**config.mk**
```make
export PLATFORM = sky130hd
export DESIGN_NAME = port_adc_result_registers
export DESIGN_NICKNAME = d
export VERILOG_FILES = /design/src/rtl/adc_result_slot.v /design/src/rtl/port_adc_result_registers.v
export VERILOG_INCLUDE_DIRS = /design/src /design/src/rtl
export SDC_FILE = /design/constraint.sdc
export NUM_CORES = 1
export LEC_CHECK = 0
export ABC_CLOCK_PERIOD_IN_PS = 5000
export BUFFER_PORTS_ARGS = -buffer_cell sky130_fd_sc_hd__clkbuf_2
export CAP_MARGIN = 5
export CORE_AREA = 2 2 98 195
export DETAILED_ROUTE_END_ITERATION = 8
export DIE_AREA = 0 0 100 197
export PLACE_DENSITY = 0.8
export REMOVE_ABC_BUFFERS = 1
export SLEW_MARGIN = 30
export SYNTH_ARGS = -nofsm -noshare
export SYNTH_HDL_FRONTEND = slang
export SYNTH_SLANG_ARGS = --single-unit
```
**constraint.sdc**
```tcl
create_clock -name mclk -period 5 [get_ports mclk]
set_clock_uncertainty 0.05 [all_clocks]
set_input_delay 0.25 -clock mclk [delete_from_list [all_inputs] [get_ports mclk]]
set_output_delay 0.25 -clock mclk [all_outputs]
set_load 0.01 [all_outputs]
```
**src/rtl/adc_result_defines.vh**
```
// Select codes, field layout and reset values of the per-port result registers
`ifndef ADC_RESULT_DEFINES_VH
`define ADC_RESULT_DEFINES_VH

// ****************************************************************
// Register select codes
// ****************************************************************
`define SEL_PORT_VOLTAGE_LOW     4'h8
`define SEL_PORT_VOLTAGE_HIGH    4'h9
`define SEL_PORT_CURRENT_LOW     4'hA
`define SEL_PORT_CURRENT_HIGH    4'hB
`define SEL_DIE_TEMPERATURE_LOW  4'hC
`define SEL_DIE_TEMPERATURE_HIGH 4'hD

// ****************************************************************
// Field layout
// ****************************************************************
`define RESULT_W                 15
`define LOW_FIELD_MSB            7
`define LOW_FIELD_LSB            0
`define HIGH_FIELD_MSB           14
`define HIGH_FIELD_LSB           8
`define DONE_FLAG_BIT            7

// ****************************************************************
// Reset values
// ****************************************************************
`define RESULT_RST               15'h0000
`define DONE_FLAG_RST            1'b0
`define BUSY_RST                 1'b0
`define READ_DATA_RST            8'h00
`define VALID_RST                1'b0
`define HIT_RST                  1'b0
`define UNMAPPED_DATA            8'h00

`endif

```
**src/rtl/adc_result_slot.v**
```verilog
// One conversion result holder: 15-bit value, completion flag and busy state
`timescale 1ns/1ps
`include "adc_result_defines.vh"

module adc_result_slot #(
    parameter W = `RESULT_W
) (
    // Clock and reset
    input  wire         mclk,
    input  wire         nrst,
    // Conversion events
    input  wire         conv_start,
    input  wire         conv_done,
    input  wire [W-1:0] conv_result,
    // Held state
    output reg  [W-1:0] result_ff,
    output reg          done_flag_ff,
    output reg          busy_ff
);

    reg [W-1:0] nxt_result;
    reg         nxt_done_flag;
    reg         nxt_busy;

    // ****************************************************************
    // Flag and result update
    // ****************************************************************
    // Done beats start in one cycle so a finished conversion is never lost
    always @* begin
        nxt_result    = result_ff;
        nxt_done_flag = done_flag_ff;
        nxt_busy      = busy_ff;
        if (conv_done) begin
            nxt_result    = conv_result;
            nxt_done_flag = 1'b1;
            nxt_busy      = 1'b0;
        end else if (conv_start) begin
            nxt_done_flag = 1'b0;
            nxt_busy      = 1'b1;
        end
    end

    always @(posedge mclk) begin
        if (!nrst) begin
            result_ff    <= `RESULT_RST;
            done_flag_ff <= `DONE_FLAG_RST;
            busy_ff      <= `BUSY_RST;
        end else begin
            result_ff    <= nxt_result;
            done_flag_ff <= nxt_done_flag;
            busy_ff      <= nxt_busy;
        end
    end

endmodule

```
**src/rtl/port_adc_result_registers.v**
```verilog
// Per-port voltage, current and temperature result registers with read port
//
// Contract
// - Select code 1000 of each port returns voltage result bits 7 to 0.
// - Select code 1001 of each port returns voltage result bits 14 to 8 in D6 to D0.
// - Voltage done flag in D7 of 1001 clears at conversion start, sets at end, resets to 0.
// - Select code 1010 of each port returns current result bits 7 to 0.
// - Select code 1011 of each port returns current result bits 14 to 8 in D6 to D0.
// - Current done flag in D7 of 1011 is low during conversion, high after, resets to 0.
// - Select code 1100 of each port returns temperature result bits 7 to 0.
// - Select code 1101 of each port returns temperature result bits 14 to 8 in D6 to D0.
// - Temperature done flag in D7 of 1101 clears at start, sets at end, resets to 0.
`timescale 1ns/1ps
`include "adc_result_defines.vh"

module port_adc_result_registers #(
    parameter NPORT  = 4,
    parameter PORT_W = 2
) (
    // Clock and reset
    input  wire                       mclk,
    input  wire                       nrst,
    // Voltage conversion events, one lane per port
    input  wire [NPORT-1:0]           volt_start,
    input  wire [NPORT-1:0]           volt_done,
    input  wire [NPORT*`RESULT_W-1:0] volt_result,
    // Current conversion events, one lane per port
    input  wire [NPORT-1:0]           cur_start,
    input  wire [NPORT-1:0]           cur_done,
    input  wire [NPORT*`RESULT_W-1:0] cur_result,
    // Temperature conversion events, one lane per port
    input  wire [NPORT-1:0]           temp_start,
    input  wire [NPORT-1:0]           temp_done,
    input  wire [NPORT*`RESULT_W-1:0] temp_result,
    // Register read port from the serial management interface
    input  wire                       rd_en,
    input  wire [PORT_W-1:0]          rd_port,
    input  wire [3:0]                 rd_sel,
    output reg  [7:0]                 rd_data_ff,
    output reg                        rd_valid_ff,
    output reg                        rd_hit_ff,
    // Per-port status
    output wire [NPORT-1:0]           volt_ready,
    output wire [NPORT-1:0]           cur_ready,
    output wire [NPORT-1:0]           temp_ready,
    output wire [NPORT-1:0]           meas_active
);

    // ****************************************************************
    // Held results
    // ****************************************************************
    wire [NPORT*`RESULT_W-1:0] volt_word;
    wire [NPORT*`RESULT_W-1:0] cur_word;
    wire [NPORT*`RESULT_W-1:0] temp_word;
    wire [NPORT-1:0]           volt_busy;
    wire [NPORT-1:0]           cur_busy;
    wire [NPORT-1:0]           temp_busy;

    genvar p;
    generate
        for (p = 0; p < NPORT; p = p + 1) begin : g_port
            adc_result_slot #(
                .W (`RESULT_W)
            ) u_volt (
                .mclk         (mclk),
                .nrst         (nrst),
                .conv_start   (volt_start[p]),
                .conv_done    (volt_done[p]),
                .conv_result  (volt_result[p*`RESULT_W +: `RESULT_W]),
                .result_ff    (volt_word[p*`RESULT_W +: `RESULT_W]),
                .done_flag_ff (volt_ready[p]),
                .busy_ff      (volt_busy[p])
            );

            adc_result_slot #(
                .W (`RESULT_W)
            ) u_cur (
                .mclk         (mclk),
                .nrst         (nrst),
                .conv_start   (cur_start[p]),
                .conv_done    (cur_done[p]),
                .conv_result  (cur_result[p*`RESULT_W +: `RESULT_W]),
                .result_ff    (cur_word[p*`RESULT_W +: `RESULT_W]),
                .done_flag_ff (cur_ready[p]),
                .busy_ff      (cur_busy[p])
            );

            adc_result_slot #(
                .W (`RESULT_W)
            ) u_temp (
                .mclk         (mclk),
                .nrst         (nrst),
                .conv_start   (temp_start[p]),
                .conv_done    (temp_done[p]),
                .conv_result  (temp_result[p*`RESULT_W +: `RESULT_W]),
                .result_ff    (temp_word[p*`RESULT_W +: `RESULT_W]),
                .done_flag_ff (temp_ready[p]),
                .busy_ff      (temp_busy[p])
            );
        end
    endgenerate

    // Any conversion in flight on a port
    assign meas_active = volt_busy | cur_busy | temp_busy;

    // ****************************************************************
    // Port selection
    // ****************************************************************
    // Out-of-range port numbers pick nothing and read as unmapped
    reg [`RESULT_W-1:0] sel_volt;
    reg [`RESULT_W-1:0] sel_cur;
    reg [`RESULT_W-1:0] sel_temp;
    reg                 sel_volt_rdy;
    reg                 sel_cur_rdy;
    reg                 sel_temp_rdy;
    reg                 port_ok;
    integer             i;

    always @* begin
        sel_volt     = `RESULT_RST;
        sel_cur      = `RESULT_RST;
        sel_temp     = `RESULT_RST;
        sel_volt_rdy = `DONE_FLAG_RST;
        sel_cur_rdy  = `DONE_FLAG_RST;
        sel_temp_rdy = `DONE_FLAG_RST;
        port_ok      = 1'b0;
        for (i = 0; i < NPORT; i = i + 1) begin
            if (rd_port == i[PORT_W-1:0]) begin
                sel_volt     = volt_word[i*`RESULT_W +: `RESULT_W];
                sel_cur      = cur_word[i*`RESULT_W +: `RESULT_W];
                sel_temp     = temp_word[i*`RESULT_W +: `RESULT_W];
                sel_volt_rdy = volt_ready[i];
                sel_cur_rdy  = cur_ready[i];
                sel_temp_rdy = temp_ready[i];
                port_ok      = 1'b1;
            end
        end
    end

    // ****************************************************************
    // Mapped select codes
    // ****************************************************************
    // Hit decoded apart from the data mux; codes E and F stay unmapped
    reg sel_mapped;

    always @* begin
        case (rd_sel)
            `SEL_PORT_VOLTAGE_LOW:     sel_mapped = 1'b1;
            `SEL_PORT_VOLTAGE_HIGH:    sel_mapped = 1'b1;
            `SEL_PORT_CURRENT_LOW:     sel_mapped = 1'b1;
            `SEL_PORT_CURRENT_HIGH:    sel_mapped = 1'b1;
            `SEL_DIE_TEMPERATURE_LOW:  sel_mapped = 1'b1;
            `SEL_DIE_TEMPERATURE_HIGH: sel_mapped = 1'b1;
            default:                   sel_mapped = 1'b0;
        endcase
    end

    // ****************************************************************
    // Register select decode
    // ****************************************************************
    // Reads have no side effect; flag stays set until the next start
    reg [7:0] nxt_rd_data;
    reg       nxt_rd_hit;

    always @* begin
        nxt_rd_hit  = port_ok & sel_mapped;
        nxt_rd_data = `UNMAPPED_DATA;
        case (rd_sel)
            `SEL_PORT_VOLTAGE_LOW: begin
                nxt_rd_data = sel_volt[`LOW_FIELD_MSB:`LOW_FIELD_LSB];
            end
            `SEL_PORT_VOLTAGE_HIGH: begin
                nxt_rd_data = {sel_volt_rdy,
                               sel_volt[`HIGH_FIELD_MSB:`HIGH_FIELD_LSB]};
            end
            `SEL_PORT_CURRENT_LOW: begin
                nxt_rd_data = sel_cur[`LOW_FIELD_MSB:`LOW_FIELD_LSB];
            end
            `SEL_PORT_CURRENT_HIGH: begin
                nxt_rd_data = {sel_cur_rdy,
                               sel_cur[`HIGH_FIELD_MSB:`HIGH_FIELD_LSB]};
            end
            `SEL_DIE_TEMPERATURE_LOW: begin
                nxt_rd_data = sel_temp[`LOW_FIELD_MSB:`LOW_FIELD_LSB];
            end
            `SEL_DIE_TEMPERATURE_HIGH: begin
                nxt_rd_data = {sel_temp_rdy,
                               sel_temp[`HIGH_FIELD_MSB:`HIGH_FIELD_LSB]};
            end
            default: begin
                nxt_rd_data = `UNMAPPED_DATA;
            end
        endcase
        if (!port_ok) begin
            nxt_rd_data = `UNMAPPED_DATA;
        end
    end

    // ****************************************************************
    // Read data register
    // ****************************************************************
    // Data holds between reads so a slow serial shifter may sample late
    always @(posedge mclk) begin
        if (!nrst) begin
            rd_data_ff <= `READ_DATA_RST;
            rd_hit_ff  <= `HIT_RST;
        end else if (rd_en) begin
            rd_data_ff <= nxt_rd_data;
            rd_hit_ff  <= nxt_rd_hit;
        end
    end

    // ****************************************************************
    // Read answer strobe
    // ****************************************************************
    // High the cycle after each taken read; back to back reads keep it high with no gap
    always @(posedge mclk) begin
        if (!nrst) begin
            rd_valid_ff <= `VALID_RST;
        end else begin
            rd_valid_ff <= rd_en;
        end
    end

endmodule

```
Word-level counts from Yosys, hierarchy flattened
Index checks and enable logic that the tools add are counted.
{"block": "totals", "word_cells": 133, "output_inout_bits": 26, "input_bits": 213, "regBits": 214}
{"block": "classes", "n_reduce_logical": 26, "n_bitwise": 4, "n_mux": 55, "eq_ne": 9}
{"operator": "$mux 15", "count": 12}
{"operator": "$pmux 8 s6", "count": 1}
{"operator": "$mux 1", "count": 41}
{"operator": "$eq 4x4->1 const B", "count": 6}
{"operator": "$reduce_bool 2->1", "count": 12}
{"operator": "$reduce_or 2->1", "count": 12}
{"operator": "$mux 8", "count": 1}
{"operator": "$or 4x4->4", "count": 2}
{"operator": "$reduce_or 6->1", "count": 1}
{"operator": "$eq 2x2->1 const B", "count": 2}
{"operator": "$eq 2x1->1 const B", "count": 1}
{"operator": "$logic_not 2->1", "count": 1}
{"operator": "$and 1x1->1", "count": 1}
{"operator": "$not 1->1", "count": 1}

Longest topological paths before layout
Gate-level depths: netlist (run 1).
{"block": "depth", "word_depth": 7, "depth_mapped": 8, "mapped_depth_nobuf": 5}

Modules after synthesis
From an unflattened synthesis (run 1), not the netlist that was laid out.
{"block": "unflattened", "hier_cells": 880, "hier_area_um2": 9900.7}
{"mod": "adc_result_slot", "n_inst": 12, "seq_area_each_um2": 340.3, "area_each_um2": 644.4, "cells_per_inst": 54}
{"mod": "port_adc_result_registers", "n_inst": 1, "seq_area_each_um2": 200.2, "area_each_um2": 2168.3, "cells_per_inst": 232}

Worst setup path after synthesis (run 1)
No wires, ideal clock.
{"block": "synth_path", "path_type": "input to register", "from": "input rd_port[1]", "to": "register rd_data_ff[7]", "slack_ns": 3.281, "path_stages": 4, "path_buffers": 1, "required_ns": 4.828, "t_arrival_ns": 1.547, "setup_ns": 0.122, "path_cell_list": "buf_6 > mux4_4 > mux2_2 > a221o_1"}
{"block": "synth_between", "elab_chain_cells": 7, "word_cells_on_any_way": 34, "classes_between": "3 x eq/ne; 30 x mux; 1 x reduce/logical"}
{"item": "start: declaration", "line_no": "port_adc_result_registers.v:37", "text": "input wire [PORT_W-1:0] rd_port,"}
{"item": "$logic_not 2->1", "line_no": "port_adc_result_registers.v:128", "text": "if (rd_port == i[PORT_W-1:0]) begin"}
{"item": "$mux 1 or $mux 15 (tied branches) (4 in series)", "line_no": "port_adc_result_registers.v:128"}
{"item": "$pmux 8 s6", "line_no": "port_adc_result_registers.v:168", "text": "case (rd_sel)"}
{"item": "$mux 8 (*)", "line_no": "port_adc_result_registers.v:194", "text": "if (!port_ok) begin"}
{"item": "end signal: assignment", "line_no": "port_adc_result_registers.v:205", "text": "rd_data_ff <= `READ_DATA_RST;"}
{"item": "end signal: assignment", "line_no": "port_adc_result_registers.v:208", "text": "rd_data_ff <= nxt_rd_data;"}
{"item": "end: declaration", "line_no": "port_adc_result_registers.v:39", "text": "output reg [7:0] rd_data_ff,"}
Mark *: on every way between the ends. The rest lies on a longest branch, timed or not.
A chain may end at the register's enable or synchronous reset.

Worst setup path after layout (run 1)
Ends and elaborated chain as after synthesis.

==> metrics.txt, run 1 <==
Hold Path Class=input pin to flip-flop; Post-CTS Setup Bufs=0; Post-Route WL=29900 um; cell area after synthesis=9680 um^2; Routed Antenna Nets=0; row cnt=70; GRT overflow=0; share of cells above drive strength 1=25.3%; hold path depth=3; violated checks=negative hold slack; post-CTS resize count=0; CTS tree=yes; hold path startpoint=cur_result[36]; die area=19700 um^2; Clock Latency Late Sink=0.49 ns; Starting Density=53.1%; f_max=469 MHz; synth warn=0; dpl cell area=10800 um^2; antenna violations before repair=4; CTS Buf Count=20; Top cell by count, worst path=buf_4; Mapped Cells=866; vias in the first global route=8521; final worst slack=2.87 ns; Remaining DRCs=0; Post-synth EDFFs=0; post-synthesis sequential area ratio=44.2%; Max-Cap Viols=0; VDD IR max=283 uV; area grow syn2layout=31.2%; R2R depth=4; IO Count=239; register clock-pin slew on the reported worst setup and hold paths=0.06 ns; clock root buffer=clkbuf_16; Setup violations, final=0; largest delay contributor family on the critical path=buffers and inverters; Final Slew Violations=0; Nets=1395; WHS=-0.00210 ns; CP startpoint kind=input pin; Worst EP arrival=2.46 ns; Crit path required time=5.33 ns; RSZ-0062 raised after global routing=false; Tmin final=2.13 ns; CP max stage cell=mux4_1; syn_area_per_cell=11.2 um^2; Fin Setup TNS=0 ns; worst r2r src=g_port[2].u_cur.result_ff[7]; worst-path cell chain=buf_4 > buf_4 > mux4_1 > a22oi_1 > a21oi_1 > a221o_1; Hold Buf Count CTS=131; Least-Margin Pin Slew=0.905 ns; run status=finished, violations left; slowest stage delay, CP=0.60 ns; die width=100 um; R2R setup slack=3.15 ns; total power density per cell area=306 nW/um^2; Hold EP=g_port[2].u_cur.result_ff[6]; drt via density=5.55; total track usage=30.1%; CP max FO=38; Final Cell Area=12700 um^2; core area=18200 um^2; Tcrit/Tclk final=42.6%; reg-to-reg critical path endpoint=rd_data_ff[7]; GPL Wtd Cong=0.937; Die Ht=197 um; largest net degree at the start of global routing=84; clock sink count=214; Netlist cell types=46; FFs w/ async S/R, synth=0%; clk buf depth=3; first-pass GRT wire length=45300 um; post-detail-place hpwl=19500 um; count of state elements after synthesis=214; Starting DRT DRC Count=331; Leak=5.72 nW; Worst Path Buf+Inv=2; First-pass DRT Iterations=4; WS Path Type=input pin to flip-flop; DR WL/cell=21.2 um; Worst setup EP type=flip-flop; ys flop type=dfxtp_1; PortBufs=238; Final Hold Fails=1; slew margin rel.=39.7%; pre-CTS setup slack=2.37 ns; Vias=7837; htree depth=1
## cell usage after synthesis (all sizes together), types with 2 or more instances
| master | instances | area [um^2] |
|---|---|---|
| a21oi | 9 | 45.0 |
| nor3b | 12 | 90.1 |
| o21a | 13 | 97.6 |
| nand2b | 4 | 25.0 |
| nand2 | 11 | 41.3 |
| mux4 | 37 | 873 |
| a21boi | 2 | 15.0 |
| o21ai | 9 | 45.0 |
| or3 | 4 | 25.0 |
| a31oi | 5 | 31.3 |
| buf | 41 | 280 |
| a211oi | 3 | 22.5 |
| a221o | 3 | 30.0 |
| nor4bb | 2 | 20.0 |
| a22o | 2 | 17.5 |
| a22oi | 8 | 60.1 |
| o22ai | 2 | 12.5 |
| mux2i | 191 | 1910 |
| inv | 3 | 11.3 |
| nand3b | 8 | 60.1 |
| nand3 | 5 | 25.0 |
| dfxtp | 214 | 4280 |
| mux2 | 4 | 45.0 |
| and2 | 4 | 25.0 |
| nor2b | 200 | 1250 |
| a221oi | 3 | 26.3 |
| clkbuf | 39 | 148 |
| nor2 | 16 | 60.1 |
## logic make-up after synthesis
logic type,synth area share [%]
AO/OA/AOI/OAI,4.90
buffers and inverters,4.54
multiplexers,29.2
flip-flops,44.2
AND/OR/NAND/NOR,17.1
## power by group
part / internal (mW) / leakage [nW] / switching [mW]
Sequential: 1.80 / 1.77 / 0.0604
Clock: 0.823 / 0.304 / 0.629
Combinational: 0.318 / 3.65 / 0.258
Total: 2.95 / 5.72 / 0.947
## placed cells by master, fill, tap and decap left out, drive strengths merged, types with 6 or more instances in the layout
cell type	instances
o21a	13
dlygate4sd3	133
clkbuf	264
buf	6
nor3b	12
nor2	16
nand3b	8
dfxtp	214
o21ai	9
a21oi	9
a22oi	8
nor2b	200
nand2	11
mux2i	191
mux4	37
## worst max path at each step
stage                     cells after the start  slack [ns]       start       endpoint
after floorplan                               5        3.28   rd_sel[2]  rd_data_ff[3]
after global placement                        6        2.39  rd_port[1]  rd_data_ff[7]
after detailed placement                      6        2.37  rd_port[1]  rd_data_ff[7]
after CTS                                     6        2.86  rd_port[1]  rd_data_ff[7]
after global routing                          6        2.74  rd_port[1]  rd_data_ff[7]
final                                         6        2.87  rd_port[1]  rd_data_ff[7]
## cell type report
| type | instances | area (um^2) |
|---|---|---|
| inverters | 3 | 11.3 |
| clock buffers | 29 | 596 |
| repair buffers | 374 | 2550 |
| well taps | 216 | 270 |
| multi-input cells | 569 | 4960 |
| clock inverters | 3 | 18.8 |
| diodes | 4 | 10.0 |
| fillers | 1313 | 5510 |
| flip-flops and latches | 214 | 4280 |
## tightest hold or removal path, cell delays in order
cell and delay, ns:
clkbuf_2 0.08, mux2i_1 0.06, nor2b_1 0.10
## flip-flops by register name (all words and copies together) (netlist names)
signal	count
g_port.u_cur.result_ff	60
g_port.u_temp.result_ff	60
g_port.u_volt.result_ff	60
rd_data_ff	8
g_port.u_cur.busy_ff	4
g_port.u_cur.done_flag_ff	4
g_port.u_temp.busy_ff	4
g_port.u_temp.done_flag_ff	4
g_port.u_volt.busy_ff	4
g_port.u_volt.done_flag_ff	4
rd_hit_ff	1
rd_valid_ff	1
## layer usage
metal | wire length (um) | global-route usage, %
met3 | 1410 | 4.18
met5 | 0 | 0
met4 | 2200 | 20.9
met2 | 15700 | 55.0
met1 | 10600 | 30.8
## stage by stage
step	util [%]	cells	hold WS, ns	power, mW
floorplan	-	786	0.276	2.12
global placement	59.0	1243	0.422	2.37
detailed placement	59.0	1243	0.432	2.38
CTS	69.6	1406	0.000108	3.89
global route	69.8	1412	0.00471	4.03
finish	69.8	1412	-0.00210	3.89
No activity file was read; power rests on OpenSTA's default activity.
==> run 2, diff against run 1 <==
Settings changed: ABC_CLOCK_PERIOD_IN_PS 5000 to 1800, CORE_AREA 2 2 98 195 to 2 2 104 206, DIE_AREA 0 0 100 197 to 0 0 106 208, PLACE_DENSITY 0.8 to 0.75.
Clock period 5 ns to 1.8 ns, I/O delays scaled along.
==> run 2 against run 1 <==
  * Setup slack worse by 2.8 ns
  * First-iteration DRC count is 43% higher
  * Utilization is 2.9 points lower
  * Global-route usage is 0.82 points lower
  * The run now ends clean
  * Combinational power grew to 3.1 times the previous value
  * Via count is 5.1% higher
  * Sequential share of layout area is 2.4 points lower
  * Sequential power grew to 2.8 times the previous value
  * Flip-flop and latch count stayed put
  * Clock power grew to 3.0 times the previous value
  * Total power grew to 2.9 times the previous value
==> metrics.txt, run 2 (synthesized netlist as in run 1, its figures left out) <==
CP startpoint kind=flip-flop (was input pin); antenna violations before repair=2 (was 4); f_max=574 MHz; RSZ-0062 raised after global routing=false (unchanged); Nets=1485 (was 1395); Tmin final=1.74 ns; Worst EP arrival=2.08 ns (was 2.46 ns); Post-Route WL=32600 um (was 29900 um); Placed Cells=1319 (was 1243); core area=20500 um^2 (was 18200 um^2); GRT overflow=0 (unchanged); Die Ht=208 um (was 197 um); total power density per cell area=829 nW/um^2 (was 306 nW/um^2); drt via density=5.31 (was 5.55); most frequent cells in the layout=235 x clkbuf_2, 214 x dfxtp_1, 200 x nor2b_1, 197 x dlygate4sd3_1, 191 x mux2i_1 (was 235 x clkbuf_2, 214 x dfxtp_1, 200 x nor2b_1, 191 x mux2i_1, 133 x dlygate4sd3_1); CTS tree=yes (unchanged); Starting Density=47.3% (was 53.1%); Crit path required time=2.14 ns (was 5.33 ns); most common cell after layout, fill and taps aside=clkbuf_2 (unchanged); DR WL/cell=21.0 um (was 21.2 um); First-pass DRT Iterations=5 (was 4); Max-Cap Viols=0 (unchanged); Hold Path Class=input pin to flip-flop (unchanged); Starting DRT DRC Count=472 (was 331); Final Slew Violations=0 (unchanged); die area=22000 um^2 (was 19700 um^2); VDD IR max=787 uV (was 283 uV); die width=106 um (was 100 um); CTS Buf Count=20 (unchanged); clock sink count=214 (unchanged); IO Count=239 (unchanged); total track usage=29.2% (was 30.1%); Vias=8239 (was 7837); share of cells above drive strength 1=25.5% (was 25.3%); htree depth=1 (unchanged); post-CTS resize count=0 (unchanged); first-pass GRT wire length=49400 um (was 45300 um); largest net degree at the start of global routing=144 (was 84); clk buf depth=3 (unchanged); Least-Margin Pin Slew=0.772 ns (was 0.905 ns); GPL Wtd Cong=0.841 (was 0.937); WS Path Type=flip-flop to flip-flop (was input pin to flip-flop); Routed Antenna Nets=0 (unchanged); register clock-pin slew on the reported worst setup and hold paths=0.07 ns (was 0.06 ns); Tcrit/Tclk final=96.8%; Worst setup EP type=flip-flop (unchanged); Remaining DRCs=0 (unchanged); PortBufs=238 (unchanged); final core utilization=66.9% (was 69.8%); area grow syn2layout=41.3% (was 31.2%); Post-Layout Cell Count=1551 (was 1412); Clock Latency Late Sink=0.50 ns (was 0.49 ns); clock root buffer=clkbuf_16 (unchanged); dpl cell area=11000 um^2 (was 10800 um^2); Final Cell Area=13700 um^2 (was 12700 um^2); slew margin rel.=48.5% (was 39.7%); CP max FO=2 (was 38); Leak=6.15 nW (was 5.72 nW); vias in the first global route=9026 (was 8521); top flop regs=g_port.u_cur.result_ff (60), g_port.u_temp.result_ff (60), g_port.u_volt.result_ff (60) (unchanged); row cnt=74 (was 70); Pwr Total=11.3 mW (was 3.89 mW); Setup violations, final=0 (unchanged); post-detail-place hpwl=21500 um (was 19500 um); Final Hold Fails=0 (was 1); run status=completed (was finished, violations left)
run 2: final timing paths:
path | start | end | slack [ns] | cells past startpoint
worst max-delay path | g_port[2].u_cur.result_ff[0] | rd_data_ff[0] | 0.06 | 4
worst min-delay path | rd_sel[0] | rd_data_ff[2] | 0.1 | 3
worst max register to register | g_port[2].u_cur.result_ff[0] | rd_data_ff[0] | 0.06 | 4
worst min register to register | rd_data_ff[6] | rd_data_ff[6] | 0.44 | 1
run 2: stage by stage:
step | setup TNS [ns] | setup slack [ns] | hold slack, ns
after detailed placement | -0.769 | -0.163 | 0.306
after CTS | 0 | 0.0955 | 0.0774
after global routing | 0 | 0.0383 | 0.119
after global placement | -0.635 | -0.144 | 0.298
after floorplan | 0 | 0.149 | 0.116
final | 0 | 0.0583 | 0.0979
run 2: layer usage:
layer	track usage, %	wire (um)	share of wire [%]	up-vias
met5	0	0	0	-
met4	22.1	2700	8.3	0
met3	3.63	1470	4.5	139
met2	53.1	17200	53	362
met1	29.9	11200	34	3897
li1	-	-	-	3841
run 2: area by class of cell:
class	count	area, um^2
inverters	3	11.3
flip-flops and latches	214	4280
fillers	1482	6780
diodes	2	5.00
clock inverters	5	80.1
repair buffers	464	3430
clock buffers	28	582
multi-input cells	569	4960
well taps	266	333
run 2: repair_timing:
item	in CTS	in global routing
hold endpoints to repair	206	0
hold buffers	197	0
buffers inserted	0	0
run 2: power by group:
part,total (mW),switching (mW),internal (mW),leakage [nW]
clock network,4.37,1.83,2.54,0.318
registers,5.19,0.183,5.01,1.77
logic,1.78,0.762,1.01,4.06
run 2: worst max-delay path, stage by stage, from the launching register on:
cell and delay [ns]:
dfxtp_1 0.31, mux4_1 0.51, a22oi_1 0.33, a21oi_1 0.14, a221o_1 0.29
